## src/logic/lkr_map.svh

```systemverilog
// Constants of the reset control block: group masks and reset values
`ifndef LKR_MAP_SVH
`define LKR_MAP_SVH

// ----------------------------------------------------------------
// Display data groups
// ----------------------------------------------------------------
`define LKR_GROUP_W 4
`define LKR_GROUPS_THIRD 4'h7
`define LKR_GROUPS_QUARTER 4'hF
`define LKR_GROUPS_NONE 4'h0

// ----------------------------------------------------------------
// Synchroniser channel positions and reset levels
// ----------------------------------------------------------------
`define LKR_SYNC_W 3
`define LKR_CH_DETECT 0
`define LKR_CH_CHIP_EN 1
`define LKR_CH_TIMING 2
`define LKR_SYNC_RESET 3'h1

`endif

```

## src/logic/lkr_pkg.sv

```systemverilog
// Types of the reset control block
package lkr_pkg;

  // Reset sequencer states, Gray coded along the usual path
  typedef enum logic [1:0] {
    LKR_HELD = 2'b00,
    LKR_COLLECT = 2'b01,
    LKR_ARMED = 2'b11,
    LKR_RUN = 2'b10
  } lkr_seq_e;

  typedef logic [3:0] lkr_groups_t;

endpackage : lkr_pkg

```

## src/logic/lkr_sync_if.sv

```systemverilog
// Carrier between the pin synchroniser and the reset sequencer
`timescale 1ns/1ns
`default_nettype none

interface lkr_sync_if;
  logic [2:0] pin;
  logic [2:0] level;
  logic [2:0] fall;

  modport sync (input pin, output level, output fall);
  modport user (output pin, input level, input fall);
endinterface : lkr_sync_if

`default_nettype wire
```

## src/logic/lkr_pin_sync.sv

```systemverilog
// Three-stage pin synchroniser with agreement filter and fall detect
`timescale 1ns/1ns
`default_nettype none
`include "lkr_map.svh"

module lkr_pin_sync
  import lkr_pkg::*;
(
  // Clock and reset
  input wire logic clock,
  input wire logic rst,
  // Channels
  lkr_sync_if.sync chan
);

  // ----------------------------------------------------------------
  // Per channel stages
  // ----------------------------------------------------------------
  // Reset level per channel; the detector starts out seeing a drop
  localparam logic [`LKR_SYNC_W-1:0] sync_rst = `LKR_SYNC_RESET;

  genvar gi;
  generate
    for (gi = 0; gi < `LKR_SYNC_W; gi++) begin : g_ch
      logic s1, s2, s3, lvl, fl;
      logic next_lvl, next_fl;

      // Level only moves once the second and third stages agree
      always_comb begin
        next_lvl = (s2 == s3) ? s3 : lvl;
        next_fl = lvl & ~next_lvl;
      end

      // Stage one feeds stage two only
      always_ff @(posedge clock) begin
        if (rst) begin
          s1 <= sync_rst[gi];
          s2 <= sync_rst[gi];
          s3 <= sync_rst[gi];
          lvl <= sync_rst[gi];
          fl <= 1'b0;
        end else begin
          s1 <= chan.pin[gi];
          s2 <= s1;
          s3 <= s2;
          lvl <= next_lvl;
          fl <= next_fl;
        end
      end

      assign chan.level[gi] = lvl;
      assign chan.fall[gi] = fl;
    end
  endgenerate

endmodule : lkr_pin_sync

`default_nettype wire

```

## src/logic/lkr_reset_ctrl.sv

```systemverilog
// System reset control of an LCD segment driver with key scan
`timescale 1ns/1ns
`default_nettype none
`include "lkr_map.svh"

module lkr_reset_ctrl
  import lkr_pkg::*;
(
  // Clock and reset
  input wire logic clock,
  input wire logic rst,
  // Pins from outside
  input wire logic supply_drop_detector,
  input wire logic serial_chip_enable,
  // Timing pin, three signals
  input wire logic timing_pin_in,
  output logic timing_pin_out,
  output logic timing_pin_oe_n,
  // From serial interface and control register
  input wire logic group_loaded,
  input wire logic [1:0] group_index,
  input wire logic duty_select,
  input wire logic timing_source_select,
  input wire logic key_scan_disable,
  input wire logic [3:0] port_select,
  input wire logic [2:0] scan_select,
  input wire logic [2:0] scan_line_level,
  // From oscillator core and key scan logic
  input wire logic rc_charge,
  input wire logic key_read_pending,
  // Status and drive control
  output logic system_reset,
  output logic display_enable,
  output logic display_latch_load,
  output logic key_scan_enable,
  output logic key_data_clear,
  output logic osc_run,
  output logic ext_clock,
  output logic [3:0] seg_port_as_port,
  output logic [2:0] shared_scan_as_scan,
  output logic [2:0] scan_drive_level,
  output logic shared_bp_as_common,
  output logic key_request_out,
  output logic key_request_oe_n
);

  // ----------------------------------------------------------------
  // Pin synchronisers
  // ----------------------------------------------------------------
  lkr_sync_if sync_ch ();

  assign sync_ch.pin[`LKR_CH_DETECT] = supply_drop_detector;
  assign sync_ch.pin[`LKR_CH_CHIP_EN] = serial_chip_enable;
  assign sync_ch.pin[`LKR_CH_TIMING] = timing_pin_in;

  lkr_pin_sync u_sync (
    .clock(clock),
    .rst(rst),
    .chan(sync_ch)
  );

  logic drop_seen;
  logic ce_level;
  logic ce_fall;
  logic ext_level;

  assign drop_seen = sync_ch.level[`LKR_CH_DETECT];
  assign ce_level = sync_ch.level[`LKR_CH_CHIP_EN];
  assign ce_fall = sync_ch.fall[`LKR_CH_CHIP_EN];
  assign ext_level = sync_ch.level[`LKR_CH_TIMING];

  // ----------------------------------------------------------------
  // Reset sequencer
  // ----------------------------------------------------------------
  lkr_seq_e state, next_state;
  lkr_groups_t groups, next_groups;
  lkr_groups_t groups_needed;
  logic duty_known, next_duty_known;
  logic set_complete;

  // Quarter duty needs four groups, third duty three
  always_comb begin
    groups_needed = duty_select ? `LKR_GROUPS_QUARTER : `LKR_GROUPS_THIRD;
    set_complete = ((groups | (group_loaded ? lkr_groups_t'(4'h1 << group_index)
                                            : `LKR_GROUPS_NONE))
                    & groups_needed) == groups_needed;
  end

  // Detector beats a release in the same cycle, so a droop is never lost
  always_comb begin
    next_state = state;
    next_groups = groups;
    next_duty_known = duty_known | group_loaded;
    if (group_loaded) begin
      next_groups = groups | lkr_groups_t'(4'h1 << group_index);
    end
    unique case (state)
      LKR_HELD: begin
        if (group_loaded) begin
          next_state = LKR_COLLECT;
        end
      end
      LKR_COLLECT: begin
        if (set_complete) begin
          next_state = LKR_ARMED;
        end
      end
      LKR_ARMED: begin
        if (ce_fall) begin
          next_state = LKR_RUN;
          next_groups = `LKR_GROUPS_NONE;
        end
      end
      LKR_RUN: begin
        next_groups = `LKR_GROUPS_NONE;
      end
    endcase
    if (drop_seen) begin
      next_state = LKR_HELD;
      next_groups = `LKR_GROUPS_NONE;
    end
  end

  // Power-up knowledge of duty survives a detector reset; only a full reset clears it
  always_ff @(posedge clock) begin
    if (rst) begin
      state <= LKR_HELD;
      groups <= `LKR_GROUPS_NONE;
      duty_known <= 1'b0;
    end else begin
      state <= next_state;
      groups <= next_groups;
      duty_known <= next_duty_known;
    end
  end

  // ----------------------------------------------------------------
  // Registered drive controls
  // ----------------------------------------------------------------
  logic in_reset;
  logic next_system_reset, next_display_enable, next_latch_load;
  logic next_scan_enable, next_key_clear, next_osc_run, next_ext_clock;
  logic next_timing_out, next_timing_oe_n, next_bp_common, next_req_oe_n;
  logic [3:0] next_port;
  logic [2:0] next_shared_scan, next_scan_level;

  // Serial side inputs pass ungated, so transfers work in reset
  always_comb begin
    in_reset = (next_state != LKR_RUN);
    next_system_reset = in_reset;
    next_display_enable = ~in_reset;
    next_latch_load = group_loaded;
    next_scan_enable = ~in_reset & ~key_scan_disable;
    next_key_clear = in_reset;
    next_osc_run = ~in_reset & ~timing_source_select;
    next_ext_clock = ~in_reset & timing_source_select & ext_level;
    next_timing_out = rc_charge;
    next_timing_oe_n = in_reset | timing_source_select;
    next_port = in_reset ? 4'h0 : port_select;
    next_shared_scan = in_reset ? 3'h0 : scan_select;
    next_scan_level = in_reset ? 3'h0 : scan_line_level;
    next_bp_common = ~next_duty_known | duty_select;
    // Chip enable high also releases the line during a transfer
    next_req_oe_n = in_reset | ~key_read_pending | ce_level;
  end

  // Every output comes from a flop
  always_ff @(posedge clock) begin
    if (rst) begin
      system_reset <= 1'b1;
      display_enable <= 1'b0;
      display_latch_load <= 1'b0;
      key_scan_enable <= 1'b0;
      key_data_clear <= 1'b1;
      osc_run <= 1'b0;
      ext_clock <= 1'b0;
      timing_pin_out <= 1'b0;
      timing_pin_oe_n <= 1'b1;
      seg_port_as_port <= 4'h0;
      shared_scan_as_scan <= 3'h0;
      scan_drive_level <= 3'h0;
      shared_bp_as_common <= 1'b1;
      key_request_out <= 1'b0;
      key_request_oe_n <= 1'b1;
    end else begin
      system_reset <= next_system_reset;
      display_enable <= next_display_enable;
      display_latch_load <= next_latch_load;
      key_scan_enable <= next_scan_enable;
      key_data_clear <= next_key_clear;
      osc_run <= next_osc_run;
      ext_clock <= next_ext_clock;
      timing_pin_out <= next_timing_out;
      timing_pin_oe_n <= next_timing_oe_n;
      seg_port_as_port <= next_port;
      shared_scan_as_scan <= next_shared_scan;
      scan_drive_level <= next_scan_level;
      shared_bp_as_common <= next_bp_common;
      key_request_out <= 1'b0; // Open drain only ever pulls low
      key_request_oe_n <= next_req_oe_n;
    end
  end

endmodule : lkr_reset_ctrl

`default_nettype wire

```

## config.mk

```make
export PLATFORM = sky130hd
export DESIGN_NAME = lkr_reset_ctrl
export DESIGN_NICKNAME = d
export VERILOG_FILES = /design/src/logic/lkr_pkg.sv /design/src/logic/lkr_sync_if.sv /design/src/logic/lkr_pin_sync.sv /design/src/logic/lkr_reset_ctrl.sv
export VERILOG_INCLUDE_DIRS = /design/src /design/src/logic
export SDC_FILE = /design/constraint.sdc
export NUM_CORES = 1
export LEC_CHECK = 0
export BUFFER_PORTS_ARGS = -buffer_cell sky130_fd_sc_hd__buf_2
export CAP_MARGIN = 10
export CORE_MARGIN = 8
export CORE_UTILIZATION = 25
export DETAILED_ROUTE_END_ITERATION = 8
export GPL_ROUTABILITY_DRIVEN = 0
export PLACE_DENSITY_LB_ADDON = 0.1
export SLEW_MARGIN = 20
export SYNTH_ARGS = -nofsm -noshare
export SYNTH_HDL_FRONTEND = slang
export SYNTH_SLANG_ARGS = --single-unit
export TNS_END_PERCENT = 30
```

## constraint.sdc

```tcl
create_clock -name clock -period 2.05 [get_ports clock]
set_input_delay 0.41 -clock clock [delete_from_list [all_inputs] [get_ports clock]]
set_output_delay 0.41 -clock clock [all_outputs]
set_load 0.02 [all_outputs]
```

### After elaboration in Yosys (flattened, before gate mapping)

Cells that the tools add are included.

| storage, ports and cells | value |
|---|---|
| input port bits | 23 |
| register bits | 40 |
| logic and storage cells | 71 |
| output and inout bits | 22 |

| cells by class | value |
|---|---|
| reductions and logical operators | 3 |
| equal/unequal tests | 8 |
| bitwise gates (word level) | 19 |
| mux-type cells | 11 |
| shift operators | 1 |

Operator list:

| cell | count |
|---|---|
| $mux W4 | 4 |
| $mux W2 | 4 |
| $or A4 B4 Y4 | 2 |
| $pmux W4 S2 | 1 |
| $not A1 Y1 | 6 |
| $pmux W2 S3 | 1 |
| $and A1 B1 Y1 | 5 |
| $or A1 B1 Y1 | 5 |
| $and A4 B4 Y4 | 1 |
| $eq A2 B2 Y1 const B | 2 |
| $eq A4 B4 Y1 | 1 |
| $reduce_or A2 Y1 | 2 |
| $shl A1 B2 Y4 const A | 1 |
| $eq A1 B1 Y1 | 3 |
| $eq A2 B1 Y1 const B | 1 |
| $logic_not A2 Y1 | 1 |
| $ne A2 B2 Y1 const B | 1 |
| $mux W1 | 1 |

### Longest topological paths before layout

Gate-level depths: netlist of run 1.

| logic depth | value |
|---|---|
| word-level depth | 12 |
| mapped depth | 4 |

### Modules after synthesis

Synthesis of run 1 repeated with hierarchy kept, for this count alone.

| second synthesis, totals | value |
|---|---|
| cells, all modules | 123 |
| area, all modules | 1391.3 um2 |

Modules (own cells, without submodules):

| module | times used | cells each | seq. area each (um2) | area an instance (um2) |
|---|---|---|---|---|
| lkr_reset_ctrl | 1 | 80 | 540.5 | 882.1 |
| lkr_pin_sync | 1 | 43 | 300.3 | 509.2 |

### Worst setup path before layout of run 1

OpenSTA, ideal clock, no wires.

| path | value |
|---|---|
| kind | input to register |
| start | input port group_index[0] |
| end | register timing_pin_oe_n |
| data arrival time | 1.287 ns |
| stages on the path | 4 |
| path slack | 0.629 ns |
| cell sequence | nand4b_1 > and2_1 > buf_1 > or4_1 |

| between the ends | value |
|---|---|
| longest elaborated chain between the ends | 10 |

RTL lines:

| what | line | RTL |
|---|---|---|
| start, declared | lkr_reset_ctrl.sv:21 | `input wire logic [1:0] group_index,` |
| $shl A1 B2 Y4 | lkr_reset_ctrl.sv:84 | `set_complete = ((groups \| (group_loaded ? lkr_groups_t'(4'h1 << group_index)` |
| $mux W4 (no source line) | - |  |
| $or A4 B4 Y4 | lkr_reset_ctrl.sv:84 |  |
| $and A4 B4 Y4 | lkr_reset_ctrl.sv:84 |  |
| $eq A4 B4 Y1 | lkr_reset_ctrl.sv:84 |  |
| $mux W2 | lkr_reset_ctrl.sv:104 | `if (set_complete) begin` |
| $pmux W2 S3 | lkr_reset_ctrl.sv:97 | `unique case (state)` |
| $mux W2 | lkr_reset_ctrl.sv:118 | `if (drop_seen) begin` |
| $ne A2 B2 Y1 | lkr_reset_ctrl.sv:149 | `in_reset = (next_state != LKR_RUN);` |
| $or A1 B1 Y1 | lkr_reset_ctrl.sv:158 | `next_timing_oe_n = in_reset \| timing_source_select;` |
| end signal, assigned | lkr_reset_ctrl.sv:194 | `timing_pin_oe_n <= next_timing_oe_n;` |
| end, declared | lkr_reset_ctrl.sv:18 | `output logic timing_pin_oe_n,` |

No other way between the ends.
A chain may end at the register's enable or synchronous reset.

### Worst setup path in the final report of run 1

| path | value |
|---|---|
| start | register state[1] |
| end | register timing_pin_oe_n |

| between the ends | value |
|---|---|
| longest elaborated chain between the ends | 5 |
| elaborated cells between the ends (all ways) | 10 |

RTL lines:

| what | line | RTL |
|---|---|---|
| start, declared | lkr_reset_ctrl.sv:75 | `lkr_seq_e state, next_state;` |
| start signal, assigned | lkr_reset_ctrl.sv:131 | `state <= next_state;` |
| $eq A2 B2 Y1, or another cell as far along | lkr_reset_ctrl.sv:97 |  |
| $pmux W2 S3 (*) | lkr_reset_ctrl.sv:97 |  |
| $mux W2 (*) | lkr_reset_ctrl.sv:118 |  |
| $ne A2 B2 Y1 (*) | lkr_reset_ctrl.sv:149 |  |
| $or A1 B1 Y1 (*) | lkr_reset_ctrl.sv:158 |  |

Every way passes the cells marked *; elsewhere a longest branch is shown, timed or not.

==> impl_metrics.json, run 1 <==
{
  "synth_area_per_cell_um2": 10.9,
  "place_inst": 226,
  "clock_skew_ps": 9.95,
  "wl_per_cell_um": 12.7,
  "clk_pin_slew_ps": 80,
  "slowest_stage": "a311o_1",
  "ant_nets": 0,
  "timing_hold_violations_final": 0,
  "post_cts_buffers": 0,
  "grt_pass1_vias": 1072,
  "peakVddDrop_mv": 0.252,
  "portBuffers": 43,
  "powerDensity_nw_per_um2": 997,
  "critPathMaxFanout": 6,
  "ys_async_sr_fraction": 0,
  "synth_nets": 142,
  "routed_via_density": 4.29,
  "final_cell_mix": "buf_2, dfxtp_1, nor2b_1, and4_1",
  "post-route-period-util": 0.710,
  "fmax_ghz": 0.687,
  "finalCriticalPeriod_ps": 1460,
  "num_antenna_cells": 0,
  "status": "complete, no violations",
  "design.die.area_um2": 7720,
  "core_um2": 5040,
  "synth_cells": 119,
  "power_leakage_nw": 0.725,
  "synth_top_area_share": 0.620,
  "dp_hpwl_mm": 2.25,
  "gr-usage-all-layers": 0.0839,
  "start_util": 0.256,
  "antenna_found_initial": 0,
  "nets": 186,
  "synth-edff-count": 0,
  "grt_max_degree": 16,
  "hp-start": "key_scan_disable",
  "critical_path_class": "reg -> reg",
  "ys_ff_latch": 40,
  "postCtsHoldBufs": 0,
  "synth_cell_types": 33,
  "grt_pass1_wl_mm": 5.02,
  "nFillCells": 507,
  "first_pass_iters": 4,
  "grt_overflow": 0,
  "die_w_um": 87.9,
  "drcViolationCount": 0,
  "drtIter0Drc": 44,
  "crit_chain": "nor2_1 -> a311o_1 -> or4_1",
  "final_common_cell": "buf_2",
  "drv_slew": 0,
  "setup_viol": 0,
  "yosys.area.top_type": "dfxtp_1",
  "cp_data_required_time_ps": 2220,
  "crit_start": "state[1]",
  "rsz0062_at_grt": "no",
  "rows": 26,
  "maxCapViolations": 0,
  "cts_resized": 0,
  "cts.sinks": 40,
  "wl_mm": 2.96,
  "cts-root-buf": "clkbuf_8",
  "critPathLaunchType": "flip-flop",
  "yosysWarnings": 0,
  "end_kind": "flip-flop",
  "syn_to_final_growth_pct": 33.9,
  "via_count": 1004,
  "syn_area_um2": 1290,
  "cts_tree": "done",
  "yosysSeqAreaShare": 0.620,
  "cts_made_buffers": 5,
  "ioPinCount": 45,
  "finalSetupTns_ps": 0,
  "r2r-start": "state[1]",
  "cts_buffer_depth": 2,
  "fp.dieH_um": 87.9,
  "drive_gt1_frac": 0.360,
  "synthFlopType": "dfxtp_1",
  "clkLatencyLatePin_ps": 290,
  "arrival_ps": 1630,
  "htree_levels": 2,
  "final_cells": 234,
  "synth.area.top_cells": "dfxtp_1, and4_1, nor2b_1",
  "slowest_delay_ps": 430,
  "hold_path_class": "in -> reg"
}
## path summary, 6_finish.rpt
path | endpoint | slack, ps | cells after the start
max reg2reg | timing_pin_oe_n | 590 | 3
min reg2reg | u_sync.g_ch[0].s2 | 410 | 1
min | key_scan_enable | 270 | 2
max | timing_pin_oe_n | 590 | 3
## registers in the layout, indices dropped and copies added, names as in the netlist, 2 cells and up
signal,count
groups,4
scan_drive_level,3
seg_port_as_port,4
shared_scan_as_scan,3
state,2
u_sync.g_ch.lvl,3
u_sync.g_ch.s1,3
u_sync.g_ch.s2,3
u_sync.g_ch.s3,3
## critical path, delay by kind of cell, from the launching register on
family | cells | cell delay, ps
simple gates | 2 | 500
compound gates | 1 | 430
flops | 1 | 410
## area by class of cell
| type | count | area, µm² | area share |
|---|---|---|---|
| tap | 70 | 87.6 | 0.0507 |
| multi-input combinational | 69 | 444 | 0.257 |
| clock buffer | 5 | 68.8 | 0.0398 |
| sequential | 40 | 801 | 0.463 |
| inverter | 2 | 7.51 | 0.00434 |
| clock inverter | 3 | 90.1 | 0.0521 |
| timing repair buffer | 45 | 230 | 0.133 |
## report_power, final
part	leakage (nW)	internal (mW)	switching, mW
clock	0.0784	0.609	0.265
combinational	0.321	0.0282	0.0299
sequential	0.325	0.788	0.00436
## synthesized netlist by cell type, drive strengths merged, types with 3 or more instances
cell type / count
clkbuf: 4
nor2: 8
nor2b: 10
and4: 10
or2: 3
a21oi: 8
nand2: 4
nor4: 3
buf: 4
dfxtp: 40
## cells by family (layout without fill, tap and decap cells)
family / count (synthesis) / after routing / synth area share
simple gates: 49 / 49 / 0.238
flops: 40 / 40 / 0.620
compound gates: 18 / 18 / 0.0940
buf+inv: 10 / 55 / 0.0358
other cells: 1 / 1 / 0.00290
mux: 1 / 1 / 0.00872
## per-stage QoR
stage / utilization / total power [mW] / worst slack, ps / hold slack (ps) / cell area (µm²)
6_report: 0.343 / 1.72 / 594 / 274 / 1730
4_1_cts: 0.343 / 1.76 / 594 / 262 / 1730
5_1_grt: 0.343 / 1.79 / 506 / 260 / 1730
3_5_place_dp: 0.311 / 0.869 / 439 / 400 / 1570
3_3_place_gp: 0.311 / 0.868 / 473 / 392 / 1570
2_1_floorplan: - / 0.837 / 629 / 389 / 1290
## per-layer routing
metal,GRT usage,vias to the layer above,part of all wire
li1,-,503,-
met1,0.0921,467,0.43
met2,0.135,25,0.49
met3,0.0281,9,0.058
met4,0.0563,0,0.030
met5,0,-,0
Power figures use the tool's default switching activity.
==> run 2, diff against run 1 <==
clock period = 1.5 ns   (was 2.05 ns; I/O delays follow)
==> run 2 against run 1 <==
Effect of this change: global-route usage up 0.26 points; highest routed layer unchanged; routed wire length up 2.6%; count of clock-buffer cells in the layout up 2; non-clock buffer count up 3; critical path type unchanged; worst hold slack worse by 100 ps.
==> impl_metrics.json, run 2 (synthesized netlist as in run 1, its figures left out) <==
{
  "drcViolationCount": 0,
  "grt_pass1_wl_mm": 5.05,
  "post_cts_buffers": 0,
  "comb_power_share": 0.041,
  "arrival_ps": 1530,
  "nets": 189,
  "htree_levels": 2,
  "fin_area_um2": 1690,
  "die_w_um": 87.9,
  "pwr-share-clk": 0.392,
  "core_um2": 5040,
  "cts_tree": "done",
  "whs_ps": 173,
  "postCtsHoldBufs": 0,
  "portBuffers": 43,
  "rsz0062_at_grt": "no",
  "critPathLaunchType": "flip-flop",
  "wl_per_cell_um": 12.9,
  "register_area_um2": 801,
  "cp_data_required_time_ps": 1660,
  "top_regs": "groups (4), seg_port_as_port (4)",
  "critPathMaxFanout": 5,
  "peakVddDrop_mv": 0.345,
  "switching_share": 0.202,
  "p_int_mw": 1.53,
  "grt_pass1_vias": 1061,
  "seq_power_share": 0.566,
  "wl_mm": 3.04,
  "final_common_cell": "buf_2",
  "fp.dieH_um": 87.9,
  "post-route-period-util": 0.911,
  "powerDensity_nw_per_um2": 1130,
  "setup_viol": 0,
  "fmax_ghz": 0.732,
  "nFillCells": 531,
  "clk_pin_slew_ps": 70,
  "ioPinCount": 45,
  "final_cell_mix": "buf_2, dfxtp_1, nor2b_1, and4_1",
  "placed_area_um2": 1590,
  "drive_gt1_frac": 0.367,
  "rows": 26,
  "clkLatencyLatePin_ps": 280,
  "routed_via_density": 4.19,
  "cts_made_buffers": 5,
  "multi_input_area_um2": 444,
  "antenna_found_initial": 0,
  "first_pass_iters": 4,
  "power_mw": 1.91,
  "grt_overflow": 0,
  "finalCriticalPeriod_ps": 1370,
  "drtIter0Drc": 33,
  "hold_path_class": "in -> reg",
  "dp_hpwl_mm": 2.29,
  "end_kind": "flip-flop",
  "cts.sinks": 40,
  "cts_resized": 0,
  "maxCapViolations": 0,
  "clock_skew_ps": 1.88,
  "gr-usage-all-layers": 0.0865,
  "cts-root-buf": "clkbuf_8",
  "num_antenna_cells": 0,
  "drv_slew": 0,
  "critical_path_class": "reg -> reg",
  "status": "complete, no violations",
  "ant_nets": 0,
  "grt_max_degree": 18,
  "timing_hold_violations_final": 0,
  "via_count": 988,
  "power_leakage_nw": 0.711,
  "cts_buffer_depth": 2,
  "start_util": 0.256,
  "p_sw_mw": 0.387,
  "syn_to_final_growth_pct": 30.8,
  "finalSetupTns_ps": 0,
  "design.die.area_um2": 7720
}
run 2: cell types whose count changed in the layout (fill, tap and decap cells not counted), sizes merged:
cell | before | now
clkbuf | 5 | 7
buf | 45 | 48
bufinv | 3 | 0
run 2: routing by layer:
| layer | vias to the layer above | part of all wire | global-route usage |
|---|---|---|---|
| met3 | 4 | 0.063 | 0.0385 |
| met5 | - | 0 | 0 |
| li1 | 505 | - | - |
| met4 | 0 | 0.011 | 0.0500 |
| met1 | 459 | 0.40 | 0.0878 |
| met2 | 20 | 0.53 | 0.144 |
run 2: worst max-delay path, stage by stage, from the launching register on:
cell and delay, ps:
dfxtp_1 400, nor2_1 90, a311o_1 360, or4_1 390
run 2: worst paths after layout:
check / from / slack [ps] / cells after the start / endpoint
setup reg to reg: state[1] / 130 / 3 / timing_pin_oe_n
hold reg to reg: u_sync.g_ch[0].s1 / 410 / 1 / u_sync.g_ch[0].s2
setup / recovery: state[1] / 130 / 3 / timing_pin_oe_n
hold / removal: key_scan_disable / 170 / 2 / key_scan_enable
run 2: power groups by stage:
stage / Sequential [mW] / Clock [mW] / Combinational (mW)
6_report: 1.08 / 0.750 / 0.0793
5_1_grt: 1.08 / 0.839 / 0.0901
4_1_cts: 1.08 / 0.785 / 0.0809
3_5_place_dp: 1.11 / 0 / 0.0805
3_3_place_gp: 1.11 / 0 / 0.0785
2_1_floorplan: 1.11 / 0 / 0.0311
run 2: metrics by stage:
| stage | setup slack (ps) | utilization | instances |
|---|---|---|---|
| finish | 133 | 0.335 | 236 |
| global route | 52.2 | 0.335 | 236 |
| CTS | 138 | 0.335 | 236 |
| detailed placement | 62.1 | 0.316 | 229 |
| global placement | 103 | 0.316 | 229 |
| floorplan | 159 | - | 119 |
run 2: final cells by class:
class,instances,area share
tap,70,0.0519
inverter,2,0.00444
clock buffer,7,0.0570
timing repair buffer,48,0.150
multi-input combinational,69,0.263
sequential,40,0.474
==> run 3, diff against run 2 <==
ABC_AREA = 1   (was default)
SLEW_MARGIN = 10   (was 20)
==> run 3 against run 2 <==
Effect of this change: power fell by 0.22%; via count down 2.3%; routed wire length is 18% lower; critical endpoint is now seg_port_as_port[0]; critical path depth up 2; worst hold slack got worse by 8.0 ps; non-clock buffer count fell by 4; cell area is 1.6% lower; largest power group unchanged.
==> impl_metrics.json, run 3 <==
{
  "synth_nets": 168,
  "synthTopCellsByCount": "dfxtp_1, inv_1, nor2_1",
  "synth.area.top_cells": "dfxtp_1, inv_1, nor2_1",
  "synth-edff-count": 0,
  "critical_path_class": "reg -> reg",
  "crit_start": "state[0]",
  "clkLatencyLatePin_ps": 290,
  "synth_area_per_cell_um2": 8.89,
  "grt_max_degree": 16,
  "timing_hold_violations_final": 0,
  "critPathMaxFanout": 15,
  "ys_async_sr_fraction": 0,
  "place_inst": 254,
  "dp_hpwl_mm": 1.95,
  "setup_viol": 0,
  "drive_gt1_frac": 0.339,
  "drv_slew": 0,
  "die_w_um": 87.8,
  "end_kind": "flip-flop",
  "hp-start": "key_scan_disable",
  "design.die.area_um2": 7710,
  "cts_resized": 0,
  "syn_to_final_growth_pct": 28.9,
  "grt_overflow": 0,
  "status": "complete, no violations",
  "cts.sinks": 40,
  "ioPinCount": 45,
  "via_count": 965,
  "clk_pin_slew_ps": 80,
  "cp_data_required_time_ps": 1670,
  "cts_tree": "done",
  "yosysSeqAreaShare": 0.621,
  "core_um2": 5040,
  "start_util": 0.256,
  "postCtsHoldBufs": 0,
  "ant_nets": 0,
  "rows": 26,
  "clock_skew_ps": 9.39,
  "drtIter0Drc": 33,
  "rsz0062_at_grt": "no",
  "synthFlopType": "dfxtp_1",
  "synth.most_common_cell": "dfxtp_1",
  "gr-usage-all-layers": 0.0691,
  "powerDensity_nw_per_um2": 1150,
  "power_leakage_nw": 0.806,
  "portBuffers": 43,
  "cts_buffer_depth": 2,
  "synth_cell_types": 21,
  "syn_area_um2": 1290,
  "final_cell_mix": "buf_2, dfxtp_1, inv_1",
  "worst-r2r-setup-slack_ps": 280,
  "routed_via_density": 3.68,
  "finalSetupTns_ps": 0,
  "wl_mm": 2.48,
  "num_antenna_cells": 0,
  "r2r-start": "state[0]",
  "grt_pass1_vias": 971,
  "final_cells": 262,
  "post_cts_buffers": 0,
  "fmax_ghz": 0.821,
  "ys_ff_latch": 40,
  "final_common_cell": "buf_2",
  "antenna_found_initial": 0,
  "finalCriticalPeriod_ps": 1220,
  "synth_cells": 145,
  "htree_levels": 2,
  "post-route-period-util": 0.812,
  "synth_top_area_share": 0.621,
  "cts-root-buf": "clkbuf_8",
  "yosysWarnings": 0,
  "critPathLaunchType": "flip-flop",
  "arrival_ps": 1390,
  "nets": 214,
  "nFillCells": 551,
  "cts_made_buffers": 5,
  "yosys.area.top_type": "dfxtp_1",
  "fp.dieH_um": 87.8,
  "hold_path_class": "in -> reg",
  "drcViolationCount": 0,
  "peakVddDrop_mv": 0.367,
  "first_pass_iters": 4,
  "wl_per_cell_um": 9.46,
  "maxCapViolations": 0,
  "grt_pass1_wl_mm": 4.08,
  "top_regs": "groups (4), seg_port_as_port (4)"
}
## run 3: logic make-up after synthesis
family          after synthesis  synth area share
simple gates                 54             0.204
flops                        40             0.621
buf+inv                      38             0.122
compound gates               12            0.0495
other cells                   1           0.00291
## run 3: layer usage
layer	vias up	wire length, µm	track usage
met4	0	43	0.0328
met2	28	1140	0.111
met5	-	0	0
met3	6	253	0.0375
li1	513	-	-
met1	418	1050	0.0718
## run 3: metrics by stage
stage | util | cell area, µm² | hold slack [ps] | total power, mW | setup WS (ps)
final | 0.330 | 1660 | 165 | 1.91 | 283
after floorplan | - | 1290 | 367 | 1.15 | 356
after detailed placement | 0.310 | 1570 | 397 | 1.19 | 60.4
after global routing | 0.330 | 1660 | 147 | 2.00 | 141
after global placement | 0.310 | 1570 | 392 | 1.19 | 142
after CTS | 0.330 | 1660 | 154 | 1.94 | 276
## run 3: path summary, 6_finish.rpt
kind	endpoint	depth (start not counted)
hold reg to reg	u_sync.g_ch[2].s2	2
hold / removal	key_scan_enable	2
setup reg to reg	seg_port_as_port[0]	5
setup / recovery	seg_port_as_port[0]	5
## run 3: layout make-up
type                    count  area [µm²]  share of cell area
inverters                  33         124              0.0745
multi-input cells          67         330               0.199
repair buffers             44         223               0.134
clock buffers               6        82.6              0.0497
well taps                  70        87.6              0.0527
clock inverters             2        13.8             0.00828
flip-flops and latches     40         801               0.482
## run 3: power breakdown
| part | internal, mW | switching (mW) |
|---|---|---|
| sequential | 1.08 | 0.00474 |
| clock | 0.376 | 0.365 |
| combinational | 0.0381 | 0.0476 |
| total | 1.49 | 0.417 |
## run 3: worst max-delay path: stages (launching register included)
cell and delay (ps):
dfxtp_1 310, inv_1 50, o21ai_0 220, nand2_1 190, nand3_4 260, nor2_1 70
